`config.mk`:
```
export PLATFORM = sky130hd
export DESIGN_NAME = axis_sync_position_controller
export DESIGN_NICKNAME = d
export VERILOG_FILES = /design/src/rtl/axis_sync_pkg.sv /design/src/rtl/axis_sync_position_controller.sv
export SDC_FILE = /design/constraint.sdc
export NUM_CORES = 2
export LEC_CHECK = 0
export ABC_AREA = 1
export BUFFER_PORTS_ARGS = -buffer_cell sky130_fd_sc_hd__buf_4
export CORE_UTILIZATION = 58
export CTS_BUF_LIST = sky130_fd_sc_hd__clkbuf_8
export DETAILED_ROUTE_END_ITERATION = 6
export GPL_TIMING_DRIVEN = 0
export MAX_ROUTING_LAYER = met4
export PLACE_DENSITY = 0.74
export SYNTH_ARGS = -nofsm -noshare
export SYNTH_HDL_FRONTEND = slang
export SYNTH_SLANG_ARGS = --single-unit
```
`constraint.sdc`:
```
create_clock -name clk_sys -period 497.8 [get_ports clk_sys]
set_input_delay 24.89 -clock clk_sys [delete_from_list [all_inputs] [get_ports clk_sys]]
set_output_delay 24.89 -clock clk_sys [all_outputs]
set_load 0.02 [all_outputs]
```
`src/rtl/axis_sync_pkg.sv`:
```
package axis_sync_pkg;

    localparam int POS_W = 16;
    localparam int OUT_W = 16;

    localparam logic [31:0] SAMPLE_NS  = 32'd1000000;
    localparam logic [31:0] CLK_NS     = 32'd10;
    localparam int          TICK_CYC   = int'(SAMPLE_NS / CLK_NS);

    localparam logic signed [OUT_W-1:0] OUT_FS  = 16'sh7FFF;
    localparam logic signed [OUT_W-1:0] OUT_NFS = -16'sh7FFF;

    localparam logic [31:0] GAIN_LIN   = 32'd10000;
    localparam logic [31:0] GAIN_ROOT1 = 32'd30000;
    localparam logic [31:0] GAIN_ROOT2 = 32'd50000;

    localparam logic [1:0] REG_CTRL   = 2'h0;
    localparam logic [1:0] REG_BRAKE  = 2'h1;
    localparam logic [1:0] REG_WIN    = 2'h2;
    localparam logic [1:0] REG_STATUS = 2'h3;
    localparam logic [1:0] REG_SPEED  = 2'h0;
    localparam logic [1:0] REG_FAULT  = 2'h1;
    localparam logic [1:0] REG_EMERG  = 2'h2;
    localparam logic [1:0] REG_DEADB  = 2'h3;

    localparam logic [15:0] CTRL_RST  = 16'h0000;
    localparam logic [15:0] BRAKE_RST = 16'h0100;
    localparam logic [15:0] WIN_RST   = 16'h0010;
    localparam logic [15:0] SPEED_RST = 16'h7FFF;
    localparam logic [15:0] EMERG_RST = 16'h0020;
    localparam logic [15:0] DEADB_RST = 16'h0000;

    typedef enum logic [1:0] {
        CURVE_LIN   = 2'b00,
        CURVE_ROOT1 = 2'b01,
        CURVE_ROOT2 = 2'b10
    } curve_t;

    typedef enum logic [1:0] {
        ST_OFF  = 2'b00,
        ST_HOLD = 2'b01,
        ST_RUN  = 2'b10
    } axis_state_t;

    typedef struct packed {
        logic       faultOverrideEn;
        logic       speedExternal;
        logic       profileMode;
        logic       slaveRole;
        logic [1:0] curve;
    } ctrl_t;

    typedef struct packed {
        logic [POS_W-1:0] cmdPos;
        logic [POS_W-1:0] actPos;
        logic [POS_W-1:0] partnerPos;
        logic [POS_W-1:0] speedDemand;
    } axis_in_t;

endpackage

```
`src/rtl/axis_sync_position_controller.sv`:
```
// Chosen here: the strobed register port and the address map.
`timescale 1ns/1ps
module axis_sync_position_controller
    import axis_sync_pkg::*;
(
    input  wire logic               clk_sys,
    input  wire logic               arst_n,
    input  wire logic               enableIn,
    input  wire logic               startIn,
    input  wire logic               syncSelectInput,
    input  wire logic               sensorError,
    input  wire axis_in_t           axisIn,
    input  wire logic [3:0]         regAddr,
    input  wire logic [15:0]        regWdata,
    input  wire logic               regWrite,
    input  wire logic               regRead,
    output logic [15:0]             regRdata,
    output logic signed [OUT_W-1:0] valveOut,
    output logic                    readyOut,
    output logic                    statusOut,
    output logic                    sampleTick
);

    // configuration registers, addr[3] selects bank
    logic [15:0] ctrl_q, ctrl_d, brake_q, brake_d, win_q, win_d;
    logic [15:0] speed_q, speed_d, fault_q, fault_d;
    logic [15:0] emerg_q, emerg_d, deadb_q, deadb_d;
    logic [15:0] rdata_q, rdata_d;
    ctrl_t       cfg;
    assign cfg = ctrl_t'(ctrl_q[5:0]);

    // control state
    axis_state_t      state_q, state_d;
    logic [19:0]      tick_q, tick_d;
    logic [POS_W-1:0] target_q, target_d;
    logic [POS_W-1:0] profile_q, profile_d;
    logic signed [OUT_W-1:0] out_q, out_d;
    logic             status_q, status_d;
    logic             ready_q, ready_d;
    logic             enable_q, start_q;

    // working terms
    logic signed [POS_W:0]   err;
    logic [POS_W-1:0]        absErr, refPos, stepLim, lead;
    logic [31:0]             gainNum, gain;
    logic signed [47:0]      prod;
    logic signed [47:0]      shaped;
    logic                    tickNow, syncActive, inWindow;

    assign tickNow = (tick_q == 20'(TICK_CYC - 1));

    // register file next values and read mux
    always_comb begin
        ctrl_d  = ctrl_q;
        brake_d = brake_q;
        win_d   = win_q;
        speed_d = speed_q;
        fault_d = fault_q;
        emerg_d = emerg_q;
        deadb_d = deadb_q;
        rdata_d = 16'h0000;
        if (regWrite) begin
            unique case ({regAddr[3], regAddr[1:0]})
                {1'b0, REG_CTRL}:   ctrl_d  = regWdata;
                {1'b0, REG_BRAKE}:  brake_d = regWdata;
                {1'b0, REG_WIN}:    win_d   = regWdata;
                {1'b1, REG_SPEED}:  speed_d = regWdata;
                {1'b1, REG_FAULT}:  fault_d = regWdata;
                {1'b1, REG_EMERG}:  emerg_d = regWdata;
                {1'b1, REG_DEADB}:  deadb_d = regWdata;
                default:            ;
            endcase
        end
        if (regRead) begin
            unique case ({regAddr[3], regAddr[1:0]})
                {1'b0, REG_CTRL}:   rdata_d = ctrl_q;
                {1'b0, REG_BRAKE}:  rdata_d = brake_q;
                {1'b0, REG_WIN}:    rdata_d = win_q;
                {1'b0, REG_STATUS}: rdata_d = {11'h000, state_q, syncActive,
                                               ready_q, status_q};
                {1'b1, REG_SPEED}:  rdata_d = speed_q;
                {1'b1, REG_FAULT}:  rdata_d = fault_q;
                {1'b1, REG_EMERG}:  rdata_d = emerg_q;
                {1'b1, REG_DEADB}:  rdata_d = deadb_q;
                default:            rdata_d = 16'h0000;
            endcase
        end
        if (regAddr[2]) begin
            rdata_d = 16'h0000;          // unmapped upper slots
            if (regWrite) begin
                ctrl_d  = ctrl_q;
                brake_d = brake_q;
                win_d   = win_q;
                speed_d = speed_q;
                fault_d = fault_q;
                emerg_d = emerg_q;
                deadb_d = deadb_q;
            end
        end
    end

    // register file flops
    always_ff @(posedge clk_sys or negedge arst_n) begin
        if (!arst_n) begin
            ctrl_q  <= CTRL_RST;
            brake_q <= BRAKE_RST;
            win_q   <= WIN_RST;
            speed_q <= SPEED_RST;
            fault_q <= 16'h0000;
            emerg_q <= EMERG_RST;
            deadb_q <= DEADB_RST;
            rdata_q <= 16'h0000;
        end else begin
            ctrl_q  <= ctrl_d;
            brake_q <= brake_d;
            win_q   <= win_d;
            speed_q <= speed_d;
            fault_q <= fault_d;
            emerg_q <= emerg_d;
            deadb_q <= deadb_d;
            rdata_q <= rdata_d;
        end
    end

    // reference selection and error
    always_comb begin
        // master/master crosswise or slave following master
        syncActive = syncSelectInput || cfg.slaveRole;
        // inactive select and no slave role: own target
        refPos = syncActive ? axisIn.partnerPos : target_q;
        if (cfg.profileMode && !syncActive) begin
            refPos = profile_q;
        end
        err    = $signed({1'b0, refPos}) - $signed({1'b0, axisIn.actPos});
        absErr = err[POS_W] ? POS_W'(-err) : err[POS_W-1:0];
        inWindow = (absErr <= win_q);
        // speed limit source
        stepLim = cfg.speedExternal ? axisIn.speedDemand : speed_q;
        unique case (curve_t'(cfg.curve))
            CURVE_ROOT1: gainNum = GAIN_ROOT1;
            CURVE_ROOT2: gainNum = GAIN_ROOT2;
            default:     gainNum = GAIN_LIN;
        endcase
        // shorter braking distance, higher gain
        gain = gainNum / ((brake_q == 16'h0000) ? 32'd1 : {16'h0000, brake_q});
        // stroke dependent: gain scales with remaining stroke
        if (!cfg.profileMode && absErr < brake_q) begin
            gain = gain * {16'h0000, absErr} / {16'h0000, brake_q};
        end
        // double gain inside deadband
        if (absErr < deadb_q) begin
            gain = gain << 1;
        end
        prod = 48'(signed'(err)) * $signed({16'h0000, gain});
        shaped = prod;
        // saturate to full scale
        if (shaped > 48'(OUT_FS)) begin
            shaped = 48'(OUT_FS);
        end else if (shaped < 48'(OUT_NFS)) begin
            shaped = 48'(OUT_NFS);
        end
        lead = POS_W'(absErr > stepLim ? stepLim : absErr);
    end

    // sequencing state next values
    always_comb begin
        tick_d    = tickNow ? 20'h00000 : tick_q + 20'h00001;
        state_d   = state_q;
        target_d  = target_q;
        profile_d = profile_q;
        out_d     = out_q;
        status_d  = status_q;
        ready_d   = enableIn && !sensorError;
        if (!enableIn) begin
            state_d = ST_OFF;
        end else if (state_q == ST_OFF) begin
            state_d  = ST_HOLD;
            target_d = axisIn.actPos;
            profile_d = axisIn.actPos;
        end else if (startIn && !start_q) begin
            state_d  = ST_RUN;
            target_d = axisIn.cmdPos;
        end else if (!startIn && start_q && state_q == ST_RUN) begin
            state_d  = ST_HOLD;
            target_d = err[POS_W] ? axisIn.actPos - emerg_q
                                  : axisIn.actPos + emerg_q;
            profile_d = target_d;
        end
        if (tickNow) begin
            // moving profile steps toward target at limited speed
            if (profile_q < target_q) begin
                profile_d = profile_q + ((target_q - profile_q) > stepLim
                                         ? stepLim : target_q - profile_q);
            end else begin
                profile_d = profile_q - ((profile_q - target_q) > stepLim
                                         ? stepLim : profile_q - target_q);
            end
            // sync correction overrides positioning
            out_d = OUT_W'(shaped);
            if (!syncActive && lead == 16'h0000) begin
                out_d = 16'sh0000;
            end
            // status meaning follows sync select
            status_d = startIn && inWindow;
        end
        if (!startIn) begin
            status_d = 1'b0;
        end
        if (state_q == ST_OFF) begin
            out_d = 16'sh0000;
        end
        // fault override
        if (cfg.faultOverrideEn && (sensorError || !enableIn)) begin
            out_d = signed'(fault_q);
        end
    end

    // sequencing flops
    always_ff @(posedge clk_sys or negedge arst_n) begin
        if (!arst_n) begin
            state_q   <= ST_OFF;
            tick_q    <= 20'h00000;
            target_q  <= 16'h0000;
            profile_q <= 16'h0000;
            out_q     <= 16'sh0000;
            status_q  <= 1'b0;
            ready_q   <= 1'b0;
            enable_q  <= 1'b0;
            start_q   <= 1'b0;
        end else begin
            state_q   <= state_d;
            tick_q    <= tick_d;
            target_q  <= target_d;
            profile_q <= profile_d;
            out_q     <= out_d;
            status_q  <= status_d;
            ready_q   <= ready_d;
            enable_q  <= enableIn;
            start_q   <= startIn;
        end
    end

    assign regRdata   = rdata_q;
    assign valveOut   = out_q;
    assign readyOut   = ready_q;
    assign statusOut  = status_q;
    assign sampleTick = tickNow;

    // assertions
    ready_follow_a: assert property (@(posedge clk_sys) disable iff (!arst_n)
        1'b1 |=> readyOut == $past(enableIn && !sensorError))
        else $error("ready does not follow enable and sensor state");

    status_start_a: assert property (@(posedge clk_sys) disable iff (!arst_n)
        !startIn |=> !statusOut)
        else $error("status high without start");

    tick_period_a: assert property (@(posedge clk_sys) disable iff (!arst_n)
        tickNow |=> !tickNow [*8])
        else $error("sample tick repeats too soon");

    hold_load_a: assert property (@(posedge clk_sys) disable iff (!arst_n)
        (enableIn && state_q == ST_OFF) |=> target_q == $past(axisIn.actPos))
        else $error("target not loaded on enable");

    start_load_a: assert property (@(posedge clk_sys) disable iff (!arst_n)
        (enableIn && state_q != ST_OFF && startIn && !start_q)
        |=> target_q == $past(axisIn.cmdPos))
        else $error("command not captured on start");

    fault_force_a: assert property (@(posedge clk_sys) disable iff (!arst_n)
        (cfg.faultOverrideEn && sensorError) |=> valveOut == $past(fault_q))
        else $error("fault value not forced");

    out_sat_a: assert property (@(posedge clk_sys) disable iff (!arst_n)
        valveOut >= OUT_NFS)
        else $error("output beyond negative full scale");

    status_win_a: assert property (@(posedge clk_sys) disable iff (!arst_n)
        (tickNow && startIn) |=> statusOut == $past(inWindow))
        else $error("status does not match window");

    // state is off whenever enable was low last cycle
    enable_off_a: assert property (
        @(posedge clk_sys) disable iff (!arst_n)
        !enable_q |-> state_q == ST_OFF)
        else $error("axis active without enable");

    enable_hold_a: assert property (
        @(posedge clk_sys) disable iff (!arst_n)
        (enableIn && state_q == ST_OFF) |=> state_q == ST_HOLD)
        else $error("axis does not hold after enable");

    disable_off_a: assert property (
        @(posedge clk_sys) disable iff (!arst_n)
        !enableIn |=> state_q == ST_OFF)
        else $error("axis not off after enable removed");

    off_output_a: assert property (
        @(posedge clk_sys) disable iff (!arst_n)
        (state_q == ST_OFF && !cfg.faultOverrideEn) |=> valveOut == 16'sh0000)
        else $error("output not idle while off");

    fault_enable_a: assert property (
        @(posedge clk_sys) disable iff (!arst_n)
        (cfg.faultOverrideEn && !enableIn) |=> valveOut == $past(fault_q))
        else $error("fault value not forced on enable loss");

    start_run_a: assert property (
        @(posedge clk_sys) disable iff (!arst_n)
        (enableIn && state_q != ST_OFF && startIn && !start_q)
        |=> state_q == ST_RUN)
        else $error("start does not begin a move");

    // start dropped mid-move: stop one emergency stroke further on
    emerg_load_a: assert property (
        @(posedge clk_sys) disable iff (!arst_n)
        (enableIn && state_q == ST_RUN && !startIn && start_q)
        |=> target_q == ($past(err[POS_W])
                         ? $past(axisIn.actPos) - $past(emerg_q)
                         : $past(axisIn.actPos) + $past(emerg_q)))
        else $error("emergency target wrong");

    emerg_hold_a: assert property (
        @(posedge clk_sys) disable iff (!arst_n)
        (enableIn && state_q == ST_RUN && !startIn && start_q)
        |=> state_q == ST_HOLD)
        else $error("axis keeps running after start removed");

    // reference selection per synchronisation mode
    ref_sync_a: assert property (
        @(posedge clk_sys) disable iff (!arst_n)
        syncSelectInput |-> refPos == axisIn.partnerPos)
        else $error("synchronised axis not using partner position");

    ref_slave_a: assert property (
        @(posedge clk_sys) disable iff (!arst_n)
        cfg.slaveRole |-> refPos == axisIn.partnerPos)
        else $error("slave not following master position");

    ref_own_a: assert property (
        @(posedge clk_sys) disable iff (!arst_n)
        (!syncActive && !cfg.profileMode) |-> refPos == target_q)
        else $error("independent axis not using own target");

    ref_profile_a: assert property (
        @(posedge clk_sys) disable iff (!arst_n)
        (!syncActive && cfg.profileMode) |-> refPos == profile_q)
        else $error("profile mode not using moving profile");

    // between samples the output only moves on off or fault
    out_hold_a: assert property (
        @(posedge clk_sys) disable iff (!arst_n)
        (!tickNow && state_q != ST_OFF
         && !(cfg.faultOverrideEn && (sensorError || !enableIn)))
        |=> $stable(valveOut))
        else $error("output changed between samples");

    status_hold_a: assert property (
        @(posedge clk_sys) disable iff (!arst_n)
        (!tickNow && startIn) |=> $stable(statusOut))
        else $error("status changed between samples");

    tick_count_a: assert property (
        @(posedge clk_sys) disable iff (!arst_n)
        tick_q <= 20'(TICK_CYC - 1))
        else $error("sample counter out of range");

    sat_range_a: assert property (
        @(posedge clk_sys) disable iff (!arst_n)
        shaped <= 48'(OUT_FS) && shaped >= 48'(OUT_NFS))
        else $error("command not saturated");

    sync_status_a: assert property (
        @(posedge clk_sys) disable iff (!arst_n)
        (tickNow && startIn && syncActive)
        |=> statusOut == $past(absErr <= win_q))
        else $error("status does not report sync error");

    ready_fault_a: assert property (
        @(posedge clk_sys) disable iff (!arst_n)
        sensorError |=> !readyOut)
        else $error("ready high with sensor error");

    ready_enable_a: assert property (
        @(posedge clk_sys) disable iff (!arst_n)
        (enableIn && !sensorError) |=> readyOut)
        else $error("ready low although axis is ready");

    // read data stands only in the cycle after a read
    rdata_idle_a: assert property (
        @(posedge clk_sys) disable iff (!arst_n)
        !regRead |=> regRdata == 16'h0000)
        else $error("read data without read strobe");

    rdata_gap_a: assert property (
        @(posedge clk_sys) disable iff (!arst_n)
        (regRead && regAddr[2]) |=> regRdata == 16'h0000)
        else $error("unmapped slot returned data");

endmodule // axis_sync_position_controller

```
==> qor.yml <==
finalCritPeriodShare_pct: 47.2
post-route-min-period_ns: 235.09
rows: 144
cp.required_ns: 498.29
path_delay_family: "compound AO/OA/AOI/OAI gates"
portBuffers: 126
num-nets-final: 15333
layout-drive-gt1-share_pct: 9.73
max_stage_delay_ns: 1.00
cts_root_buf: "clkbuf_8"
grt.overflow.total: 0
dp_hpwl_mm: 239
gpl.final_weighted_congestion: 1.05
crit_type: "reg -> reg"
antenna_found_initial: 6
ys_types: 101
dpl_cell_area_um2: 94100
ant_nets: 0
async_flop_share_pct: 100
drtPass1Iterations: 7
worst_ep_arrival_time_ns: 235.58
cts_buffers: 34
die_x_um: 396
grt_max_degree: 94
synth-seq-cells: 201
setup_ws_ns: 262.71
cts_num_sinks: 201
worst-path-max-fanout: 34
synth_top_area_share_pct: 16.8
fmax_mhz: 4.25
path_clk_slew_ns: 0.07
die_y_um: 396
fin_worst_skew_ns: 0.0182
drtIter0Drc: 6005
finalWirelength_mm: 285
cts_tree: "yes"
synth_seq_area_share_pct: 5.60
setup_viol_count_final: 0
postCtsSetupBuffers: 0
ctsHoldBuffers: 0
top_register: "tick_q"
drcViolationCount: 5
slowest_stage: "inv_1"
synth_edf_count: 0
cp_num_buf_inv: 173
largest_reg_flops: 20
stdcell_area_um2: 94900
place_ws_ns: 265.55
setup_tns_ns: 0
r2r-start: "brake_q[0]"
yosysWarnings: 0
synth_area_leaders: "fa_1 (17%), ha_1 (16%), nand2_1 (12%)"
netlist_area_um2: 90200
cts_buffer_depth: 3
vias: 87005
coreArea_um2: 154000
start_kind: "register"
ctsResizeCount: 0
status: "finished, violations left"
start_util_pct: 58.5
io_pins: 127
end_kind: "register"
hold_path.class: "reg -> reg"
worstHoldStart: "tick_q[0]"
drv_slew: 0
htree_levels: 2
slew-limit-headroom_pct: 2.74
rsz0062_at_grt: "false"
grt_pass1_wl_mm: 455
grt_usage_pct: 37.1
die_area_um2: 157000
yosys.area.top_type: "fa_1"
via_per_inst: 5.65
tightest_slew_ns: 1.45
first_global_vias: 85870
synth_top_cells_by_count: "nand2_1 (2854), inv_1 (2221), ha_1 (1170), o21ai_0 (906), nor2_1 (851)"
yosysMostFrequentCell: "nand2_1"
fin_util_pct: 61.5
postSynthAreaPerCell_um2: 6.87
hold_violations: 0
failed_checks: "DRC"
area_growth_pct: 5.26
clkLatencyLatePin_ns: 0.56
maxCapViolCount: 0
nFillCells: 14575
synth_cells: 13119
wl_per_cell_um: 18.5
crit_path_start: "brake_q[0]"
crit_path_frequent_cell: "nand2_1"
synth_flop_cell: "dfrtp_1"
==> stage by stage <==
step / hold slack, ns / instances
6_report: 0.477 / 15389
5_1_grt: 0.493 / 15388
4_1_cts: 0.484 / 15381
3_5_place_dp: 0.470 / 15319
3_3_place_gp: 0.449 / 15302
2_1_floorplan: 0.433 / 13132
==> routing by layer <==
metal  routed length, um  GRT usage [%]
met4               18000           19.5
met5                   0              -
met3               20700           5.01
met1              115000           44.7
met2              131000           60.4
==> path summary, 6_finish.rpt <==
kind | slack (ns) | depth (start not counted) | end
max | 262.71 | 740 | valveOut[13]
min | 0.48 | 1 | tick_q[0]
max reg2reg | 262.71 | 1418 | valveOut[13]
min reg2reg | 0.48 | 1 | tick_q[0]
max in group asynchronous | 472.46 | 3 | emerg_q[5]
min in group asynchronous | 24.18 | 1 | tick_q[11]
==> layout by cell type, fill, tap and decap left out, drive strengths merged, types with 27 or more instances in the layout <==
master	n
buf	233
o21bai	122
o21ai	990
inv	2311
nand3b	27
nor4	31
a21o	96
xor2	472
nand3	596
clkinv	58
a31oi	40
clkbuf	324
fa	758
nor2	982
xnor2	296
ha	1170
nand4	141
a21oi	759
nor3	105
or2	91
dfrtp	183
o211ai	29
o31ai	51
nand2	3217
==> cell type report <==
class | instances | area [um2] | share of cell area, %
clock buffer | 43 | 592 | 0.624
timing repair buffer | 145 | 1340 | 1.41
tap | 2044 | 2560 | 2.70
multi-input combinational | 10198 | 74000 | 78.0
sequential | 201 | 5050 | 5.32
antenna | 6 | 15.0 | 0.0158
buffer | 373 | 2230 | 2.35
inverter | 2360 | 9020 | 9.50
clock inverter | 19 | 118 | 0.124
==> kinds of logic (layout without fill, tap and decap cells) <==
group / count (synthesis) / in the layout / share of synthesized area, %
other cells: 1 / 20 / 0.00416
flops: 201 / 201 / 5.60
fa+ha+maj: 1928 / 1928 / 33.1
compound gates: 2239 / 2239 / 14.5
simple gates: 5228 / 5228 / 26.7
mux: 21 / 21 / 0.235
buf+inv: 2733 / 2940 / 12.5
xor+xnor: 768 / 768 / 7.47
Power is left out: the tool's default activity adds up to more than one toggle a clock period on the data nets, which glitch-free logic cannot reach.
